## config.mk

```make
export PLATFORM = sky130hd
export DESIGN_NAME = nss_top
export DESIGN_NICKNAME = d
export VERILOG_FILES = /design/src/hw/nss_pkg.sv /design/src/hw/nss_top.sv
export VERILOG_INCLUDE_DIRS = /design/src /design/src/hw
export SDC_FILE = /design/constraint.sdc
export NUM_CORES = 1
export LEC_CHECK = 0
export BUFFER_PORTS_ARGS = -buffer_cell sky130_fd_sc_hd__buf_2
export CORE_AREA = 2 2 243 245
export CTS_BUF_LIST = sky130_fd_sc_hd__clkbuf_4
export DETAILED_ROUTE_END_ITERATION = 8
export DIE_AREA = 0 0 245 247
export PLACE_DENSITY = 0.39
export SYNTH_ARGS = -nofsm -noshare
export SYNTH_HDL_FRONTEND = slang
export SYNTH_SLANG_ARGS = --single-unit
```

## constraint.sdc

```tcl
create_clock -name clock_in -period 4.79 [get_ports clock_in]
set_input_delay 0.479 -clock clock_in [delete_from_list [all_inputs] [get_ports clock_in]]
set_output_delay 0.479 -clock clock_in [all_outputs]
set_load 0.005 [all_outputs]
```

## src/hw/nss_consts.svh

```systemverilog
`ifndef NSS_CONSTS_SVH
`define NSS_CONSTS_SVH

// ----------------------------------------
// Sizes
// ----------------------------------------
`define NSS_NODES       64
`define NSS_CNT_W       16
`define NSS_ADDR_W      12
`define NSS_DATA_W      32
`define NSS_STAT_W      16

// ----------------------------------------
// Register indices (byte address = index * 4)
// ----------------------------------------
`define NSS_IDX_STATUS  10'h0b2
`define NSS_IDX_CTRL    10'h0c0
`define NSS_IDX_THRESH  10'h0c1
`define NSS_IDX_IRQ_ST  10'h0c2
`define NSS_IDX_IRQ_MSK 10'h0c3

// ----------------------------------------
// Status bit positions
// ----------------------------------------
`define NSS_B_SLV_ERR   0
`define NSS_B_REG_CMP   1
`define NSS_B_STOP_ERR  2
`define NSS_B_SLV_DUP   3
`define NSS_B_REP_ERR   4
`define NSS_B_REP_DUP   5
`define NSS_B_ALL_PART  6
`define NSS_B_IO_RUN    7
`define NSS_B_OP_OK     8
`define NSS_B_CNT_WARN  9
`define NSS_B_TBL_EN    10
`define NSS_B_WARN_OR   12
`define NSS_B_ALARM_OR  13

// ----------------------------------------
// Control bits and reset values
// ----------------------------------------
`define NSS_C_TBL_EN    0
`define NSS_C_STOP_EN   1
`define NSS_CTRL_RST    2'h0
`define NSS_THRESH_RST  16'hffff
`define NSS_MASK_RST    16'h0000

`endif

```

## src/hw/nss_pkg.sv

```systemverilog
package nss_pkg;

`include "nss_consts.svh"

    // ----------------------------------------
    // Source conditions from the network engine
    // ----------------------------------------
    typedef struct packed {
        logic [`NSS_NODES-1:0] slv_part;
        logic [`NSS_NODES-1:0] slv_err;
        logic [`NSS_NODES-1:0] rep_part;
        logic [`NSS_NODES-1:0] rep_err;
        logic [`NSS_NODES-1:0] reg_tbl;
        logic [`NSS_NODES-1:0] model_ok;
        logic [`NSS_NODES-1:0] slv_warn;
        logic [`NSS_NODES-1:0] slv_alarm;
        logic                  slv_dup;
        logic                  slv_unstable;
        logic                  rep_dup;
        logic                  rep_unstable;
        logic                  io_run;
        logic [`NSS_CNT_W-1:0] err_count;
    } nss_src_t;

    // ----------------------------------------
    // Whole block state
    // ----------------------------------------
    typedef struct packed {
        logic [`NSS_NODES-1:0]  slv_err;
        logic [`NSS_NODES-1:0]  rep_err;
        logic [`NSS_STAT_W-1:0] status;
        logic [1:0]             ctrl;
        logic [`NSS_CNT_W-1:0]  thresh;
        logic [`NSS_STAT_W-1:0] irq_stat;
        logic [`NSS_STAT_W-1:0] irq_mask;
        logic [`NSS_DATA_W-1:0] prdata;
        logic                   pready;
        logic                   pslverr;
        logic                   irq;
    } nss_state_t;

endpackage : nss_pkg

```

## src/hw/nss_top.sv

```systemverilog
// Notes on behaviour
// RULE1: Bit 0 set while any participating slave has a communications error.
// RULE2: Bit 1 set on joined slave address/model mismatch or unregistered slave.
// RULE3: Bit 1 forced low while the registration table function is off.
// RULE4: Bit 2 mirrors slave error only while stop-on-error is enabled.
// RULE5: Bit 3 set on slave duplicate address or unstable slave link.
// RULE6: Bit 4 set while any participating repeater has a communications error.
// RULE7: Bit 5 set on repeater duplicate address or unstable repeater link.
// RULE8: Bit 6 high only when all registered slaves joined and table on.
// RULE9: Bit 7 high while cyclic I/O runs.
// RULE10: Bit 8 is not bit 0 and bit 6 and bit 7.
// RULE11: Bit 9 high while error counter exceeds the threshold.
// RULE12: Bit 10 shows whether the registration table function is on.
// RULE13: Bit 12 is OR of all slave warning flags.
// RULE14: Bit 13 is OR of all slave alarm flags.
// RULE15: Per-node error flag latches while joined, clears on leaving.
// RULE16: Flags recomputed each cycle; summary read harmless; reserved bits zero.
`timescale 1ns/1ps

`include "nss_consts.svh"

module nss_top
(
    input  wire logic                   clock_in,
    input  wire logic                   rst_n_in,
    input  wire logic                   psel_in,
    input  wire logic                   penable_in,
    input  wire logic                   pwrite_in,
    input  wire logic [`NSS_ADDR_W-1:0] paddr_in,
    input  wire logic [`NSS_DATA_W-1:0] pwdata_in,
    input  wire logic [3:0]             pstrb_in,
    input  wire nss_pkg::nss_src_t      src_in,
    output logic      [`NSS_DATA_W-1:0] prdata_out,
    output logic                        pready_out,
    output logic                        pslverr_out,
    output logic                        irq_out
);

    // ----------------------------------------
    // Helpers
    // ----------------------------------------
    function automatic logic addr_hit
    (
        input logic [`NSS_ADDR_W-1:0] addr,
        input logic [9:0]             idx
    );
        addr_hit = (addr == {idx, 2'b00});
    endfunction : addr_hit

    function automatic logic [`NSS_DATA_W-1:0] wr_merge
    (
        input logic [`NSS_DATA_W-1:0] old_v,
        input logic [`NSS_DATA_W-1:0] new_v,
        input logic [3:0]             strb
    );
        logic [`NSS_DATA_W-1:0] res;
        res = old_v;
        for (int i = 0; i < 4; i++)
        begin
            if (strb[i])
            begin
                res[i*8 +: 8] = new_v[i*8 +: 8];
            end
        end
        wr_merge = res;
    endfunction : wr_merge

    // ----------------------------------------
    // State
    // ----------------------------------------
    nss_pkg::nss_state_t         r;
    nss_pkg::nss_state_t         n;
    logic [`NSS_STAT_W-1:0]      st;
    logic [`NSS_STAT_W-1:0]      irq_set;
    logic [`NSS_STAT_W-1:0]      irq_clr;
    logic [`NSS_DATA_W-1:0]      rd_val;
    logic [`NSS_DATA_W-1:0]      wm;
    logic                        setup;
    logic                        access;
    logic                        mapped;
    logic                        tbl_en;

    // ----------------------------------------
    // Next state
    // ----------------------------------------
    always_comb
    begin
        n       = r;
        st      = '0;
        irq_clr = '0;
        rd_val  = '0;
        wm      = '0;
        setup   = psel_in & ~penable_in;
        access  = psel_in & penable_in & r.pready;
        mapped  = addr_hit(paddr_in, `NSS_IDX_STATUS) |
                  addr_hit(paddr_in, `NSS_IDX_CTRL) |
                  addr_hit(paddr_in, `NSS_IDX_THRESH) |
                  addr_hit(paddr_in, `NSS_IDX_IRQ_ST) |
                  addr_hit(paddr_in, `NSS_IDX_IRQ_MSK);

        // Register writes, taken at the access edge
        if (access & pwrite_in & ~r.pslverr)
        begin
            if (addr_hit(paddr_in, `NSS_IDX_CTRL))
            begin
                wm     = wr_merge({30'h0, r.ctrl}, pwdata_in, pstrb_in);
                n.ctrl = wm[1:0];
            end
            if (addr_hit(paddr_in, `NSS_IDX_THRESH))
            begin
                wm       = wr_merge({16'h0, r.thresh}, pwdata_in, pstrb_in);
                n.thresh = wm[`NSS_CNT_W-1:0];
            end
            if (addr_hit(paddr_in, `NSS_IDX_IRQ_MSK))
            begin
                wm         = wr_merge({16'h0, r.irq_mask}, pwdata_in, pstrb_in);
                n.irq_mask = wm[`NSS_STAT_W-1:0];
            end
        end
        tbl_en = n.ctrl[`NSS_C_TBL_EN];

        // Per-node error flags
        n.slv_err = src_in.slv_part & (r.slv_err | src_in.slv_err); // [RULE15]
        n.rep_err = src_in.rep_part & (r.rep_err | src_in.rep_err); // [RULE15]

        // Summary word, rebuilt every cycle
        st[`NSS_B_SLV_ERR]  = |n.slv_err; // [RULE1]
        st[`NSS_B_REG_CMP]  = tbl_en &
            (|(src_in.slv_part & (~src_in.reg_tbl | ~src_in.model_ok))); // [RULE2] [RULE3]
        st[`NSS_B_STOP_ERR] = n.ctrl[`NSS_C_STOP_EN] & (|n.slv_err); // [RULE4]
        st[`NSS_B_SLV_DUP]  = src_in.slv_dup | src_in.slv_unstable; // [RULE5]
        st[`NSS_B_REP_ERR]  = |n.rep_err; // [RULE6]
        st[`NSS_B_REP_DUP]  = src_in.rep_dup | src_in.rep_unstable; // [RULE7]
        st[`NSS_B_ALL_PART] = tbl_en &
            ~(|(src_in.reg_tbl & ~src_in.slv_part)); // [RULE8]
        st[`NSS_B_IO_RUN]   = src_in.io_run; // [RULE9]
        st[`NSS_B_OP_OK]    = ~st[`NSS_B_SLV_ERR] & st[`NSS_B_ALL_PART] &
                              st[`NSS_B_IO_RUN]; // [RULE10]
        st[`NSS_B_CNT_WARN] = (src_in.err_count > n.thresh); // [RULE11]
        st[`NSS_B_TBL_EN]   = tbl_en; // [RULE12]
        st[`NSS_B_WARN_OR]  = |src_in.slv_warn; // [RULE13]
        st[`NSS_B_ALARM_OR] = |src_in.slv_alarm; // [RULE14]
        n.status            = st; // [RULE16]

        // Interrupt: rising flags are sticky, cleared by reading them
        irq_set = st & ~r.status;
        if (access & ~pwrite_in & addr_hit(paddr_in, `NSS_IDX_IRQ_ST))
        begin
            irq_clr = r.prdata[`NSS_STAT_W-1:0];
        end
        n.irq_stat = (r.irq_stat & ~irq_clr) | irq_set;
        n.irq      = |(n.irq_stat & n.irq_mask);

        // Read mux, sampled in the setup cycle
        if (addr_hit(paddr_in, `NSS_IDX_STATUS))
        begin
            rd_val = {16'h0, r.status}; // [RULE16]
        end
        else if (addr_hit(paddr_in, `NSS_IDX_CTRL))
        begin
            rd_val = {30'h0, r.ctrl};
        end
        else if (addr_hit(paddr_in, `NSS_IDX_THRESH))
        begin
            rd_val = {16'h0, r.thresh};
        end
        else if (addr_hit(paddr_in, `NSS_IDX_IRQ_ST))
        begin
            rd_val = {16'h0, r.irq_stat};
        end
        else if (addr_hit(paddr_in, `NSS_IDX_IRQ_MSK))
        begin
            rd_val = {16'h0, r.irq_mask};
        end

        // APB answer: ready in the first access cycle
        n.pready  = setup;
        n.pslverr = setup & ~mapped;
        if (setup & ~pwrite_in)
        begin
            n.prdata = rd_val;
        end
        else if (access)
        begin
            n.prdata = r.prdata;
        end
        else
        begin
            n.prdata = '0;
        end
    end

    // ----------------------------------------
    // Registers
    // ----------------------------------------
    always_ff @(posedge clock_in or negedge rst_n_in)
    begin
        if (!rst_n_in)
        begin
            r          <= '0;
            r.ctrl     <= `NSS_CTRL_RST;
            r.thresh   <= `NSS_THRESH_RST;
            r.irq_mask <= `NSS_MASK_RST;
        end
        else
        begin
            r <= n;
        end
    end

    assign prdata_out  = r.prdata;
    assign pready_out  = r.pready;
    assign pslverr_out = r.pslverr;
    assign irq_out     = r.irq;
endmodule : nss_top

```

# Yosys cells after proc, flatten, opt, wreduce, memory -nomap -nowiden
# Cells that the tools add are included.
totals:
  rom_bits: 0
  output_inout_bits: 35
  n_memories: 0
  reg_bits: 226
  latch_bits: 0
  mem_bits_rw: 0
  in_bits: 586
  elab_cells: 85
op_classes:
  eq_ne: 6
  multipliers: 0
  bitwise_logic: 42
  n_shift: 0
  order_cmp: 1
  n_reduce_logical: 7
  n_div: 0
  n_mux: 18
  add_sub_neg: 0
op_table:
  columns: ["operator", "n"]
  rows:
  - ["OR reduction 64 bit", 6]
  - ["bitwise AND 64 bit", 4]
  - ["NOT 64 bit", 3]
  - ["bitwise OR 64 bit", 3]
  - ["2-to-1 mux 16 bit", 9]
  - ["2-to-1 mux 32 bit", 2]
  - ["== test 12 x 10 -> 1 bit (second input constant)", 5]
  - ["bitwise AND 16 bit", 2]
  - ["2-to-1 mux 8 bit", 4]
  - ["2-to-1 mux 18 bit", 1]
  - ["bitwise AND 14 x 16 -> 16 bit", 1]
  - ["> comparator 16 bit", 1]
  - ["NOT 14 -> 16 bit", 1]
  - ["NOT 16 bit", 1]
  - ["bitwise OR 16 bit", 1]
  - ["OR reduction 16 bit", 1]
  - ["bitwise AND 1 bit", 14]
  - ["NOT 1 bit", 6]
  - ["bitwise OR 1 bit", 6]
  - ["2-to-1 mux 2 bit", 2]
  - ["inequality test 2 x 1 -> 1 bit (second input constant)", 1]

# Logic depth before layout (Yosys ltp)
logic_depth:
  ltp_word: 12
  depth_mapped: 15
  ltp_nobuf: 14

# Least setup slack after synthesis
# No wires, ideal clock.
synth_timing:
  path_kind: "in2reg"
  start: "input port paddr_in[11]"
  end: "register r (netlist bit irq_out)"
  path_buffers: 1
  t_arrival_ns: 3.686
  t_required_ns: 4.642
  slack_ns: 0.957
  cell_stages: 15
  setup_time_ns: 0.148
  path_cell_list: "nor4_4 -> and4_1 -> buf_6 -> nand2_1 -> nor3_2 -> mux2i_1 -> ha_1 -> a21o_1 -> a21o_1 -> a21oi_1 -> o22ai_1 -> o31ai_1 -> a21boi_0 -> a2111oi_0 -> nand4_1"
synth_rtl:
  columns: ["item", "line", "text"]
  rows:
  - ["start, declared", "nss_top.sv:29", "input wire logic [`NSS_ADDR_W-1:0] paddr_in,"]
  - ["end signal, assigned", "nss_top.sv:207", "r <= n;"]
  - ["end, declared", "nss_top.sv:71", "nss_pkg::nss_state_t r;"]

==> flow_metrics.env <==
export IMPL_status="finished clean"
export IMPL_dp_slack_ns=0.4130
export IMPL_grt_pass1_vias=12605
export IMPL_dpl_instance_area_mm2=0.01383
export IMPL_required_ns=5.37
export IMPL_ios=621
export IMPL_cts_setup_buffers=0
export IMPL_die_w_um=245
export IMPL_fmaxAchievable_ghz=0.2499
export IMPL_portBuffers=586
export IMPL_r2r_start="pready_out$_DFF_PN0_"
export IMPL_relSlewSlack_pct=31.54
export IMPL_yosysSeqAreaShare_pct=52.35
export IMPL_clock_sinks=209
export IMPL_p_total_uw=4574
export IMPL_muxShareOfSynthArea_pct=4.404
export IMPL_synthArstFlopShare_pct=100.0
export IMPL_rsz0062_at_grt="false"
export IMPL_worst_pin_slew_ns=1.026
export IMPL_fill_cells=6307
export IMPL_cts_made_buffers=68
export IMPL_synth_cell_types=53
export IMPL_finalSetupViolCount=0
export IMPL_synth_seq_cells=209
export IMPL_wl_per_cell_um=20.85
export IMPL_die_h_um=247
export IMPL_dieArea_mm2=0.06052
export IMPL_grt_ovfl_total=0
export IMPL_grt_max_degree=89
export IMPL_cts_htree_levels=3
export IMPL_num_rows=89
export IMPL_routed_wl_mm=55.22
export IMPL_tns_ns=0
export IMPL_dp_hpwl_mm=45.08
export IMPL_netlist_area_mm2=0.01003
export IMPL_power_leakage_uw=0.008614
export IMPL_finalWeightedCongestion=0.9097
export IMPL_hold_path_endpoint="pready_out$_DFF_PN0_"
export IMPL_drt_pre_antenna_iters=5
export IMPL_grtUsageTotal_pct=17.87
export IMPL_holdWs_ns=0.08401
export IMPL_synth_avg_cell_area_um2=10.98
export IMPL_cellPowerDensity_mw_per_mm2=262.8
export IMPL_synthFlopType="dfrtp_1"
export IMPL_cts_max_path_buffers=3
export IMPL_timing_final_ws_setup_ns=0.7878
export IMPL_postRouteAntennaNets=0
export IMPL_crit_path_cell_trace="and3_1 -> buf_4 -> nand3_1 -> nor3_2 -> buf_4 -> mux2i_1 -> ha_1 -> a21o_1 -> a21o_1 -> a21oi_1 -> o22ai_1 -> o31ai_1 -> a21boi_0 -> a2111oi_0 -> nand4_1"
export IMPL_ys_warn_count=0
export IMPL_grt_pass1_wl_mm=77.68
export IMPL_start_util_pct=17.22
export IMPL_min_path_cells=3
export IMPL_maxCapViolCount=0
export IMPL_finalMaxSlewViolations=0
export IMPL_hp_class="in2reg"
export IMPL_cpPeakStageDelay_ns=0.58
export IMPL_design_area_mm2=0.01740
export IMPL_clkTransAtPathRegs_ns=0.07
export IMPL_area_delta_synth_final_pct=73.54
export IMPL_antenna_found_initial=16
export IMPL_startpoint_type="register"
export IMPL_synth_xor_area_share_pct=0
export IMPL_coreArea_mm2=0.05824
export IMPL_synth_cells=913
export IMPL_synth_adder_area_share_pct=1.996
export IMPL_timing_hold_violations_final=0
export IMPL_crit_path_end_kind="register"
export IMPL_worstReg2RegEnd="irq_out$_DFF_PN0_"
export IMPL_fin_crit_ns=4.002
export IMPL_vias_per_cell=4.281
export IMPL_final_nets=2426
export IMPL_drt_iter0_drc=431
export IMPL_peakVddDrop_v=0.0001359
export IMPL_path_max_fanout=10
export IMPL_slowest_stage="a2111oi_0"
export IMPL_rrSetupSlack_ns=0.79
export IMPL_synth_edf_count=0
export IMPL_layout_drive_gt1_share_pct=40.49
export IMPL_drcViolationCount=0
export IMPL_synthSimpleGateAreaFrac_pct=12.45
export IMPL_arrival_ns=4.58
export IMPL_cts_root_buf="clkbuf_4"
export IMPL_synth_top_family_by_area="compound AO/OA/AOI/OAI gates"
export IMPL_cts_tree="yes"
export IMPL_crit_type="reg2reg"
export IMPL_final_cell_mix="585 x buf_2, 268 x dlygate4sd3_1, 193 x dfrtp_1"
export IMPL_synth_compound_gate_area_share_pct=22.47
export IMPL_final_common_cell="buf_2"
export IMPL_dr_total_vias=11341
export IMPL_skew_ns=0.05190
export IMPL_clock_latency_ns=0.73
export IMPL_reg2reg_depth=15
export IMPL_fin_crit_sh_pct=83.55
export IMPL_min_from="psel_in"
## layer usage
| metal | vias to the layer above | global-route usage, % | part of all wire, % |
|---|---|---|---|
| met5 | - | 0 | 0 |
| met4 | 0 | 12.07 | 6.1 |
| met3 | 115 | 4.960 | 7.5 |
| met2 | 561 | 32.89 | 52 |
| met1 | 5418 | 17.39 | 35 |
| li1 | 5247 | - | - |
## worst max-delay path by stage
| stage | from | slack (ns) | end | cells after the start |
|---|---|---|---|---|
| after global routing | pready_out$_DFF_PN0_ | 0.39 | irq_out$_DFF_PN0_ | 15 |
| after CTS | pready_out$_DFF_PN0_ | 0.74 | irq_out$_DFF_PN0_ | 15 |
| final | pready_out$_DFF_PN0_ | 0.79 | irq_out$_DFF_PN0_ | 15 |
| after floorplan | paddr_in[11] | 0.96 | irq_out$_DFF_PN0_ | 15 |
| after global placement | paddr_in[11] | 0.43 | irq_out$_DFF_PN0_ | 16 |
| after detailed placement | paddr_in[11] | 0.41 | irq_out$_DFF_PN0_ | 16 |
## power breakdown
part	internal (µW)	switching [µW]	total (µW)
Sequential	1840	24.7	1870
Clock	1070	857	1920
Combinational	433	350	783
Total	3340	1230	4570
## synthesized netlist by cell type, types with 12 or more instances
cell type,n,area [µm²]
nand4_1,28,175.2
a21boi_0,53,397.9
dfrtp_1,193,4830
nor2_1,13,48.80
mux2_2,21,236.5
dfstp_2,16,420.4
nand2_1,60,225.2
buf_4,32,240.2
clkbuf_1,12,45.04
a22o_1,26,227.7
o22ai_1,29,181.4
ha_1,16,200.2
o21a_1,129,968.4
inv_1,89,334.1
a2111oi_0,18,157.7
mux2i_1,16,160.2
nor4_1,72,450.4
## worst max-delay path, delay by kind of cell (launching register included)
kind / cells / cell delay, ns
muxes: 1 / 0.25
AOI/OAI and AO/OA: 7 / 1.75
and+or+nand+nor: 4 / 0.75
buffers and inverters: 2 / 0.46
adders and majority gates: 1 / 0.28
DFF: 1 / 0.36
## state kept, by name (all words and copies together), names as in the netlist
register     flops
irq_out          1
r              190
prdata_out      16
pready_out       1
pslverr_out      1
## stage by stage
step	std cells	utilization [%]
finish	2649	29.88
global route	2646	29.87
CTS	2635	29.82
detailed placement	2259	23.74
global placement	2259	23.74
floorplan	928	-
## cell type report
type / instances / area (µm²) / area share [%]
clock inverters: 13 / 145.1 / 0.8340
multi-input cells: 585 / 4207 / 24.17
well taps: 773 / 967.2 / 5.558
inverters: 89 / 334.1 / 1.920
clock buffers: 95 / 713.2 / 4.098
diodes: 14 / 35.03 / 0.2013
flip-flops and latches: 209 / 5250 / 30.17
repair buffers: 871 / 5752 / 33.05
## repair_timing
| action | CTS | global route |
|---|---|---|
| hold endpoints to repair | 247 | 0 |
| gates resized for setup | 0 | 0 |
| hold buffers | 268 | 0 |
## logic make-up after synthesis
group	count (synthesis)
compound gates	295
flops	209
other cells	1
simple gates	219
mux	39
buf+inv	134
fa+ha+maj	16
Power figures use the tool's default switching activity.
